## config.mk

```make
export PLATFORM = sky130hd
export DESIGN_NAME = pmsq_core
export DESIGN_NICKNAME = d
export VERILOG_FILES = /design/src/logic/pmsq_pkg.sv /design/src/logic/pmsq_sync.sv /design/src/logic/pmsq_store.sv /design/src/logic/pmsq_core.sv
export VERILOG_INCLUDE_DIRS = /design/src /design/src/logic
export SDC_FILE = /design/constraint.sdc
export NUM_CORES = 1
export LEC_CHECK = 0
export BUFFER_PORTS_ARGS = -buffer_cell sky130_fd_sc_hd__buf_2
export CAP_MARGIN = 15
export CORE_UTILIZATION = 25
export DETAILED_ROUTE_END_ITERATION = 16
export PLACE_DENSITY = 0.47
export SLEW_MARGIN = 20
export SYNTH_ARGS = -nofsm -noshare
export SYNTH_HDL_FRONTEND = slang
export SYNTH_HIERARCHICAL = 1
export SYNTH_SLANG_ARGS = --single-unit
```

## constraint.sdc

```tcl
create_clock -name clk -period 3.9 [get_ports clk]
set_clock_uncertainty 0.1 [all_clocks]
set_input_delay 0.39 -clock clk [delete_from_list [all_inputs] [get_ports clk]]
set_output_delay 0.39 -clock clk [all_outputs]
set_load 0.01 [all_outputs]
```

## src/logic/pmsq_cfg.svh

```systemverilog
// Purpose: Command codes, field positions, reset values for the supply command block
// Assumes: Included by the package file by bare name; design files see it through that
// Notes:   Definitions only
`ifndef PMSQ_CFG_SVH
`define PMSQ_CFG_SVH

`define PMSQ_NFLT          8
`define PMSQ_CMD_PAGE      8'h00
`define PMSQ_CMD_OPER      8'h01
`define PMSQ_CMD_ONOFF     8'h02
`define PMSQ_CMD_CLRF      8'h03
`define PMSQ_CMD_WLOCK     8'h10
`define PMSQ_CMD_STALL     8'h11
`define PMSQ_CMD_SINGLE    8'hfc
`define PMSQ_PAGE_ALL      8'hff
`define PMSQ_WL_ONLY_WL    8'h80
`define PMSQ_WL_OP_PAGE    8'h40
`define PMSQ_WL_ONOFF      8'h20
`define PMSQ_WL_NONE       8'h00
`define PMSQ_OP_OFF_NOW    8'h00
`define PMSQ_OP_OFF_SOFT   8'h40
`define PMSQ_OP_ON         8'h80
`define PMSQ_OP_MLO_IGN    8'h94
`define PMSQ_OP_MLO_ACT    8'h98
`define PMSQ_OP_MHI_IGN    8'ha4
`define PMSQ_OP_MHI_ACT    8'ha8
`define PMSQ_OP_SEL_PRI    2'h1
`define PMSQ_OP_SEL_SEC    2'h2
`define PMSQ_OP_ON_BIT     7
`define PMSQ_OP_SOFT_BIT   6
`define PMSQ_CFG_USE_CMD   4
`define PMSQ_CFG_OP_EN     3
`define PMSQ_CFG_CTL_EN    2
`define PMSQ_CFG_CTL_POL   1
`define PMSQ_CFG_CTL_FAST  0
`define PMSQ_ONOFF_RST     5'h1e
`define PMSQ_WLOCK_RST     8'h00

`endif

```

## src/logic/pmsq_pkg.sv

```systemverilog
// Purpose: Shared types of the supply command block
// Assumes: pmsq_cfg.svh gives the constants
// Notes:   Carriers are packed structs
`include "pmsq_cfg.svh"
package pmsq_pkg;
   typedef struct packed {
      logic        valid;
      logic        write;
      logic [7:0]  code;
      logic [15:0] data;
   } pmsq_cmd_t;

   typedef struct packed {
      logic        valid;
      logic [15:0] data;
   } pmsq_resp_t;

   typedef enum logic [1:0] {
      PMSQ_ST_IDLE = 2'b00,
      PMSQ_ST_REQ  = 2'b01
   } pmsq_store_st_t;

   typedef struct packed {
      pmsq_store_st_t st;
      logic           all;
      logic           done;
      logic           fail;
   } pmsq_store_t;
endpackage

```

## src/logic/pmsq_sync.sv

```systemverilog
// Purpose: Two-stage synchroniser for pin levels
// Assumes: Inputs are asynchronous levels
// Notes:   First stage is read only by the second
module pmsq_sync
   import pmsq_pkg::*;
#(
   parameter int W = 2
) (
   input  wire logic         clk,   // System clock
   input  wire logic         rst_b, // Async reset, active low
   input  wire logic [W-1:0] din,   // Raw pin levels
   output logic      [W-1:0] dout   // Synchronised levels
);
   logic [W-1:0] meta_q;
   logic [W-1:0] sync_q;

   always_ff @(posedge clk or negedge rst_b) begin
      if (!rst_b) begin
         meta_q <= '0;
         sync_q <= '0;
      end else begin
         meta_q <= din;
         sync_q <= meta_q;
      end
   end
   assign dout = sync_q;
endmodule

```

## src/logic/pmsq_store.sv

```systemverilog
// Purpose: Flash store sequencer for full and single configuration saves
// Assumes: Flash controller answers flash_ack with flash_err on the same cycle
// Notes:   done and fail are one-cycle pulses
module pmsq_store
   import pmsq_pkg::*;
(
   input  wire logic clk,       // System clock
   input  wire logic rst_b,     // Async reset, active low
   input  wire logic start,     // Start pulse
   input  wire logic start_all, // Full store when high, single otherwise
   input  wire logic flash_ack, // Flash finished
   input  wire logic flash_err, // Flash failed, with ack
   output logic      flash_req, // Request held until ack
   output logic      busy,      // Store in progress
   output logic      busy_all,  // Full store in progress
   output logic      done,      // Success pulse
   output logic      fail       // Failure pulse
);
   pmsq_store_t s_q, s_d;

   always_comb begin
      s_d      = s_q;
      s_d.done = 1'b0;
      s_d.fail = 1'b0;
      case (s_q.st)
         PMSQ_ST_IDLE: begin
            if (start) begin
               s_d.st  = PMSQ_ST_REQ;
               s_d.all = start_all;
            end
         end
         PMSQ_ST_REQ: begin
            if (flash_ack) begin
               s_d.st   = PMSQ_ST_IDLE;
               s_d.done = !flash_err;
               s_d.fail = flash_err;
            end
         end
         default: s_d.st = PMSQ_ST_IDLE;
      endcase
   end

   always_ff @(posedge clk or negedge rst_b) begin
      if (!rst_b) begin
         s_q <= '{st: PMSQ_ST_IDLE, all: 1'b0, done: 1'b0, fail: 1'b0};
      end else begin
         s_q <= s_d;
      end
   end

   assign flash_req = (s_q.st == PMSQ_ST_REQ);
   assign busy      = flash_req;
   assign busy_all  = flash_req && s_q.all;
   assign done      = s_q.done;
   assign fail      = s_q.fail;
endmodule

```

## src/logic/pmsq_core.sv

```systemverilog
// Purpose: Command handling for on/off gating, protection, fault clear and flash store
// Assumes: Commands arrive already framed from the serial interface
// Notes:   One command per cycle while cmd_ready is high
module pmsq_core
   import pmsq_pkg::*;
#(
   parameter int NFLT = `PMSQ_NFLT
) (
   input  wire logic            clk,               // System clock, 200 MHz
   input  wire logic            rst_b,             // Async reset, active low
   input  pmsq_cmd_t            cmd,               // Framed command in
   output logic                 cmd_ready,         // Command accepted this cycle
   output pmsq_resp_t           resp,              // Read answer, one cycle later
   input  wire logic            dual_sequence_flag,// Dual sequencing selected
   input  wire logic            alert_enable,      // Alert output allowed
   input  wire logic            control_pin,       // Raw CONTROL pin
   input  wire logic            bias_pin,          // Raw bias present level
   input  wire logic [NFLT-1:0] fault_in,          // Live fault and warning levels
   output logic      [NFLT-1:0] fault_status,      // Latched fault status
   output logic                 cml_status,        // CML bit of status word
   output logic                 alert_out,         // Alert request, active high
   output logic      [1:0]      supply_enable_out, // Sequence on: [0] primary, [1] secondary
   output logic      [1:0]      supply_fast_off,   // Off without delays, per sequence
   output logic      [7:0]      store_page,        // Page of single store
   output logic      [7:0]      store_code,        // Code of single store
   output logic                 store_all,         // Store kind of current request
   output logic                 flash_req,         // Flash request, held to ack
   input  wire logic            flash_ack,         // Flash finished
   input  wire logic            flash_err          // Flash failed, with ack
);
   // Status vector must fit one readback word
   if (NFLT < 1 || NFLT > 16) begin : g_nflt_check
      $error("NFLT must be 1 to 16");
   end

   typedef struct packed {
      logic [7:0]      page;
      logic [7:0]      op_pri;
      logic [7:0]      op_sec;
      logic [4:0]      onoff;
      logic [7:0]      wlock;
      logic [15:0]     single;
      logic [15:0]     pend;
      logic            pend_all;
      logic            cml;
      logic [NFLT-1:0] flt;
      logic [NFLT-1:0] flt_prev;
      logic            alert;
      logic [1:0]      seq_on;
      logic [1:0]      fast;
      logic            rd_valid;
      logic [15:0]     rd_data;
   } pmsq_core_st_t;

   pmsq_core_st_t r_q, r_d;

   logic [1:0] pins_s;
   logic       ctl_s;
   logic       bias_s;
   logic       st_busy;
   logic       st_busy_all;
   logic       st_done;
   logic       st_fail;
   logic       st_start;

   // Pins are asynchronous; two stages before any logic sees them
   pmsq_sync #(
      .W (2)
   ) u_sync (
      .clk   (clk),
      .rst_b (rst_b),
      .din   ({bias_pin, control_pin}),
      .dout  (pins_s)
   );
   assign ctl_s  = pins_s[0];
   assign bias_s = pins_s[1];

   pmsq_store u_store (
      .clk       (clk),
      .rst_b     (rst_b),
      .start     (st_start),
      .start_all (r_d.pend_all),
      .flash_ack (flash_ack),
      .flash_err (flash_err),
      .flash_req (flash_req),
      .busy      (st_busy),
      .busy_all  (st_busy_all),
      .done      (st_done),
      .fail      (st_fail)
   );

   // Margin bytes count as standard on bytes here
   function automatic logic is_std_op(input logic [7:0] b);
      case (b)
         `PMSQ_OP_OFF_NOW, `PMSQ_OP_OFF_SOFT, `PMSQ_OP_ON,
         `PMSQ_OP_MLO_IGN, `PMSQ_OP_MLO_ACT,
         `PMSQ_OP_MHI_IGN, `PMSQ_OP_MHI_ACT: is_std_op = 1'b1;
         default:                             is_std_op = 1'b0;
      endcase
   endfunction

   // Base on/off byte of a special code, with the sequence bits dropped
   function automatic logic is_special(input logic [7:0] b);
      logic [7:0] base;
      base = {b[7:2], 2'b00};
      is_special = (b[1:0] == `PMSQ_OP_SEL_PRI || b[1:0] == `PMSQ_OP_SEL_SEC) &&
                   (base == `PMSQ_OP_OFF_NOW || base == `PMSQ_OP_OFF_SOFT ||
                    base == `PMSQ_OP_ON);
   endfunction

   // Clear and store are writes too, so a lock blocks them
   function automatic logic wr_allowed(input logic [7:0] lvl, input logic [7:0] code);
      case (lvl)
         `PMSQ_WL_ONLY_WL: wr_allowed = (code == `PMSQ_CMD_WLOCK);
         `PMSQ_WL_OP_PAGE: wr_allowed = (code == `PMSQ_CMD_WLOCK) ||
                                        (code == `PMSQ_CMD_OPER) ||
                                        (code == `PMSQ_CMD_PAGE);
         `PMSQ_WL_ONOFF:   wr_allowed = (code == `PMSQ_CMD_WLOCK) ||
                                        (code == `PMSQ_CMD_OPER) ||
                                        (code == `PMSQ_CMD_PAGE) ||
                                        (code == `PMSQ_CMD_ONOFF);
         default:          wr_allowed = 1'b1;
      endcase
   endfunction

   // Only the four listed lock levels exist; others are invalid data
   function automatic logic lock_known(input logic [7:0] lvl);
      lock_known = (lvl == `PMSQ_WL_ONLY_WL) || (lvl == `PMSQ_WL_OP_PAGE) ||
                   (lvl == `PMSQ_WL_ONOFF) || (lvl == `PMSQ_WL_NONE);
   endfunction

   // Turns one sequence's operation byte and the pin into on and fast-off
   function automatic logic [1:0] gate(input logic [4:0] cfg, input logic [7:0] op,
                                       input logic ctl, input logic bias);
      logic op_ok;
      logic ctl_act;
      logic ctl_ok;
      logic on;
      logic fast;
      ctl_act = cfg[`PMSQ_CFG_CTL_POL] ? ctl : !ctl;
      op_ok   = !cfg[`PMSQ_CFG_OP_EN] || op[`PMSQ_OP_ON_BIT];
      ctl_ok  = !cfg[`PMSQ_CFG_CTL_EN] || ctl_act;
      fast    = 1'b0;
      if (!cfg[`PMSQ_CFG_USE_CMD]) begin
         on = bias;
      end else begin
         on = op_ok && ctl_ok;
         if (!ctl_ok && cfg[`PMSQ_CFG_CTL_FAST]) begin
            fast = 1'b1;
         end
         if (!op_ok && !op[`PMSQ_OP_SOFT_BIT]) begin
            fast = 1'b1;
         end
      end
      gate = {fast, on};
   endfunction

   logic [NFLT-1:0] flt_rise;
   logic            clr;
   logic            bad_data;
   logic            wr_ok;
   logic            rd_take;
   logic            wr_take;
   logic [1:0]      g_pri;
   logic [1:0]      g_sec;

   always_comb begin
      r_d          = r_q;
      r_d.rd_valid = 1'b0;
      clr          = 1'b0;
      bad_data     = 1'b0;
      st_start     = 1'b0;
      // no commands during full store
      // Combinational so the very next command stalls
      cmd_ready    = !st_busy_all;
      wr_ok        = wr_allowed(r_q.wlock, cmd.code);
      rd_take      = cmd.valid && cmd_ready && !cmd.write;
      wr_take      = cmd.valid && cmd_ready && cmd.write;

      if (rd_take) begin
         r_d.rd_valid = 1'b1;
         case (cmd.code)
            `PMSQ_CMD_PAGE:   r_d.rd_data = {8'h00, r_q.page};
            `PMSQ_CMD_OPER:   r_d.rd_data = {8'h00, r_q.op_pri};
            `PMSQ_CMD_ONOFF:  r_d.rd_data = {11'h000, r_q.onoff};
            `PMSQ_CMD_WLOCK:  r_d.rd_data = {8'h00, r_q.wlock};
            `PMSQ_CMD_SINGLE: r_d.rd_data = r_q.single;
            // Write-only or unknown code read flags CML
            default: begin
               r_d.rd_data = 16'h0000;
               bad_data    = 1'b1;
            end
         endcase
      end

      if (wr_take && wr_ok) begin
         case (cmd.code)
            `PMSQ_CMD_PAGE: r_d.page = cmd.data[7:0];
            `PMSQ_CMD_OPER: begin
               if (is_std_op(cmd.data[7:0])) begin
                  r_d.op_pri = cmd.data[7:0];
                  r_d.op_sec = cmd.data[7:0];
               end else if (dual_sequence_flag && r_q.page == `PMSQ_PAGE_ALL &&
                            is_special(cmd.data[7:0])) begin
                  if (cmd.data[1:0] == `PMSQ_OP_SEL_PRI) begin
                     r_d.op_pri = {cmd.data[7:2], 2'b00};
                  end else begin
                     r_d.op_sec = {cmd.data[7:2], 2'b00};
                  end
               end else begin
                  bad_data = 1'b1;
               end
            end
            `PMSQ_CMD_ONOFF: r_d.onoff = cmd.data[4:0];
            `PMSQ_CMD_WLOCK: begin
               if (lock_known(cmd.data[7:0])) begin
                  r_d.wlock = cmd.data[7:0];
               end else begin
                  bad_data = 1'b1;
               end
            end
            `PMSQ_CMD_CLRF: clr = 1'b1;
            `PMSQ_CMD_STALL: begin
               if (!st_busy) begin
                  r_d.pend_all = 1'b1;
                  st_start     = 1'b1;
               end
            end
            `PMSQ_CMD_SINGLE: begin
               if (!st_busy) begin
                  // Pair shown on store outputs while flash works
                  r_d.pend     = cmd.data;
                  r_d.pend_all = 1'b0;
                  st_start     = 1'b1;
               end
            end
            default: bad_data = 1'b1;
         endcase
      end

      if (st_done && !r_q.pend_all) begin
         r_d.single = r_q.pend;
      end

      // monitoring frozen during full store
      // Edge memory held so a store cannot fake new faults
      flt_rise = '0;
      if (!st_busy_all) begin
         flt_rise     = fault_in & ~r_q.flt_prev;
         r_d.flt_prev = fault_in;
      end

      // one-step clear of status and alert
      if (clr) begin
         r_d.cml   = 1'b0;
         r_d.alert = 1'b0;
         r_d.flt   = st_busy_all ? '0 : fault_in;
      end else if (!st_busy_all) begin
         r_d.flt = r_q.flt | fault_in;
      end

      // Set wins over clear for new events
      // failed store marks CML and, when alert_enable, the alert
      if (bad_data || st_fail) begin
         r_d.cml = 1'b1;
      end
      if ((bad_data || st_fail || (|flt_rise)) && alert_enable) begin
         r_d.alert = 1'b1;
      end

      // enables follow on/off config, operation, pin and bias
      g_pri      = gate(r_q.onoff, r_q.op_pri, ctl_s, bias_s);
      // Secondary follows the primary byte unless in dual mode
      g_sec      = gate(r_q.onoff, dual_sequence_flag ? r_q.op_sec : r_q.op_pri,
                        ctl_s, bias_s);
      r_d.seq_on = {g_sec[0], g_pri[0]};
      r_d.fast   = {g_sec[1], g_pri[1]};
   end

   // Gating has a non-zero power-on value; lock resets to none
   always_ff @(posedge clk or negedge rst_b) begin
      if (!rst_b) begin
         r_q          <= '0;
         r_q.onoff    <= `PMSQ_ONOFF_RST;
         r_q.wlock    <= `PMSQ_WLOCK_RST;
      end else begin
         r_q <= r_d;
      end
   end

   assign resp              = '{valid: r_q.rd_valid, data: r_q.rd_data};
   assign fault_status      = r_q.flt;
   assign cml_status        = r_q.cml;
   assign alert_out         = r_q.alert;
   assign supply_enable_out = r_q.seq_on;
   assign supply_fast_off   = r_q.fast;
   assign store_page        = r_q.pend[15:8];
   assign store_code        = r_q.pend[7:0];
   assign store_all         = r_q.pend_all;
endmodule

```

==> results.yml <==
run_status:
  status: "finished clean"
layout:
  drive_gt1_frac: 0.357
  fillers: 2152
  antenna_cells: 0
  nets: 552
  layout_commonest_cell: "dfrtp_1"
  mostFrequentLayoutCells: "dfrtp_1 (107), buf_2 (90), nand2_1 (54), mux2_2 (44), o21ai_0 (23)"
  syn2layout_area_growth_pct: 14.1
drt:
  totalWireLength_um: 13000
  drtIter0Drc: 220
  route.detailed.wl_per_inst_um: 16.5
  ant_nets: 0
  drc: 0
  first_pass_iters: 5
  vias: 3547
  via_per_inst: 4.53
setup_path:
  cp_slowest_cell: "nor2b_1"
  cp_max_fo: 12
  cp-end-kind: "register"
  reg2reg_slack_ns: 0.93
  critPathBufInv: 1
  setup.worst_path.start_class: "primary input"
  path_class: "in2reg"
  worst_ep_required_time_ns: 4.03
  worstPathCellList: "buf_2 -> or3b_1 -> nor4_1 -> o22a_1 -> o21ai_2 -> nor2b_1 -> mux2_2"
  crit_family: "simple AND/OR/NAND/NOR gates"
  cpPeakStageDelay_ns: 0.78
  worst_ep_arrival_time_ns: 3.18
synth:
  synth_compound_area_frac: 0.0960
  synthAdderAreaFrac: 0.00665
  synthArstFlopShare: 1.00
  synthXorXnorAreaFrac: 0.00166
  synth_top_area_share: 0.508
  ys_top_cells_by_area: "dfrtp_1 (51%), mux2_2 (9.4%), buf_4 (6.6%)"
  yosysWarnings: 6
  synth_top_family_by_area: "multiplexers"
  syn-instance-count: 469
  synthSimpleGateAreaFrac: 0.133
  yosysUniqueCellTypes: 63
  avgSynthCellArea_um2: 11.2
  synth_nets: 513
  synth-edff-count: 0
  ys_seq_elements: 111
  ys_seq_area_frac: 0.528
  synthFlopType: "dfrtp_1"
  netlist_area_um2: 5270
  synth_largest_area_cell: "dfrtp_1"
  synthMuxAreaShare: 0.138
timing:
  final_hold_viol_count: 0
  fin_crit_sh: 0.781
  hold-worst-slack_ns: 0.0335
  setup_violations: 0
  maxSlewViolCount: 0
  max_freq_mhz: 328
  fin_tns_setup_ns: 0
  worst_pin_slew_ns: 0.961
  relSlewSlack: 0.358
  post-route-min-period_ns: 3.05
  rsz0062_at_grt: "no"
clocking:
  clkSinkCount: 111
  clockRootBuffer: "clkbuf_16"
  cts-htree-levels: 3
  cts_tree: "done"
  cts_hold_buffers: 0
  clockBufferDepth: 2
  clkTransAtPathRegs_ns: 0.07
  cts_resized: 0
  post_cts_buffers: 0
  cts_buffers: 9
  clock_latency_ns: 0.35
die:
  start_util: 0.258
  dieHeight_um: 147
  rows: 52
  die_area_um2: 21700
  die_width_um: 147
  io_pins: 92
  core_area_um2: 20400
placed_design:
  port_buffers: 91
  gp_congestion: 0.838
  hpwl_um: 9710
global_routing:
  grt_first_pass_wirelength_um: 21000
  grt_overflow_total: 0
  antenna_found_initial: 0
  first_global_vias: 3629
  grtUsageTotal: 0.127
  grt_max_degree: 69
power:
  p_per_area_nw_per_um2: 392
  ir_worst_vdd_v: 0.000207
  p_leak_nw: 2.91
run:
  maxCapViolations: 0
hold_path:
  hp-class: "in2async"
==> cells in the mapped netlist, types with 3 or more instances <==
library cell and count:
nand2b_1 5, a21o_1 4, mux2i_1 4, and2_1 4, dfstp_2 4, nor2_1 14
mux2_4 12, nand3_1 14, or4_1 3, buf_4 46, a31oi_1 7, nand2_1 54
buf_2 5, a22oi_1 4, dfrtp_1 107, a221oi_1 7, nor3_1 5, clkbuf_1 17
mux2_2 44, o22ai_1 4, nor2b_1 6, o21ai_0 23, nand4b_1 3, a21oi_1 5
or3_1 4, inv_1 17
==> final cells by class <==
class,instances,area (µm²),area share
flip-flops and latches,111,2780,0.463
well taps,270,338,0.0562
multi-input cells,270,1980,0.330
repair buffers,98,510,0.0849
inverters,18,67.6,0.0112
clock inverters,5,87.6,0.0146
clock buffers,11,243,0.0404
==> registers in the layout (all words and copies together), names as in the netlist, 2 cells and up <==
name,cells
fault_status,8
resp,17
supply_fast_off,2
u_store/s_q,2
store_code,8
store_page,8
u_sync/dout,2
r_q,55
supply_enable_out,2
u_sync/meta_q,2
==> power by group <==
part | total (W) | switching (W) | internal [W]
registers | 0.00119 | 0.0000184 | 0.00118
logic | 0.000147 | 0.0000942 | 0.0000532
clock network | 0.00102 | 0.000428 | 0.000588
total | 0.00236 | 0.000541 | 0.00182
==> metal layers <==
metal	share of wire	vias up	GRT usage
met2	0.46	102	0.196
met3	0.059	12	0.0363
li1	-	1686	-
met1	0.46	1747	0.174
met4	0.012	0	0.0309
met5	0	-	0
==> path summary, 6_finish.rpt <==
| path | start | end | cells after the start |
|---|---|---|---|
| worst max-delay path | cmd[20] | r_q[104] | 7 |
| max in group asynchronous | rst_b | r_q[82] | 2 |
| worst max register to register | r_q[77] | r_q[97] | 6 |
| min in group clk | bias_pin | u_sync/meta_q[1] | 1 |
| worst min register to register | u_sync/meta_q[1] | u_sync/dout[1] | 0 |
| worst min-delay path | rst_b | fault_status[4] | 1 |
==> through the flow <==
step / instances / cell area (µm²) / total power, W / utilization / setup slack, ns
2_1_floorplan: 469 / 5270 / 0.00130 / - / 1.09
3_3_place_gp: 767 / 5680 / 0.00137 / 0.278 / 0.593
3_5_place_dp: 767 / 5680 / 0.00137 / 0.278 / 0.538
4_1_cts: 783 / 6010 / 0.00241 / 0.294 / 0.911
5_1_grt: 783 / 6010 / 0.00247 / 0.294 / 0.749
6_report: 783 / 6010 / 0.00236 / 0.294 / 0.854
==> cells by family (layout without fill, tap and decap cells) <==
logic type,Yosys count,count (layout)
flops,111,111
compound gates,73,73
buf+inv,88,132
simple gates,132,132
fa+ha+maj,3,3
mux,61,61
xor+xnor,1,1
Power figures use the tool's default switching activity.
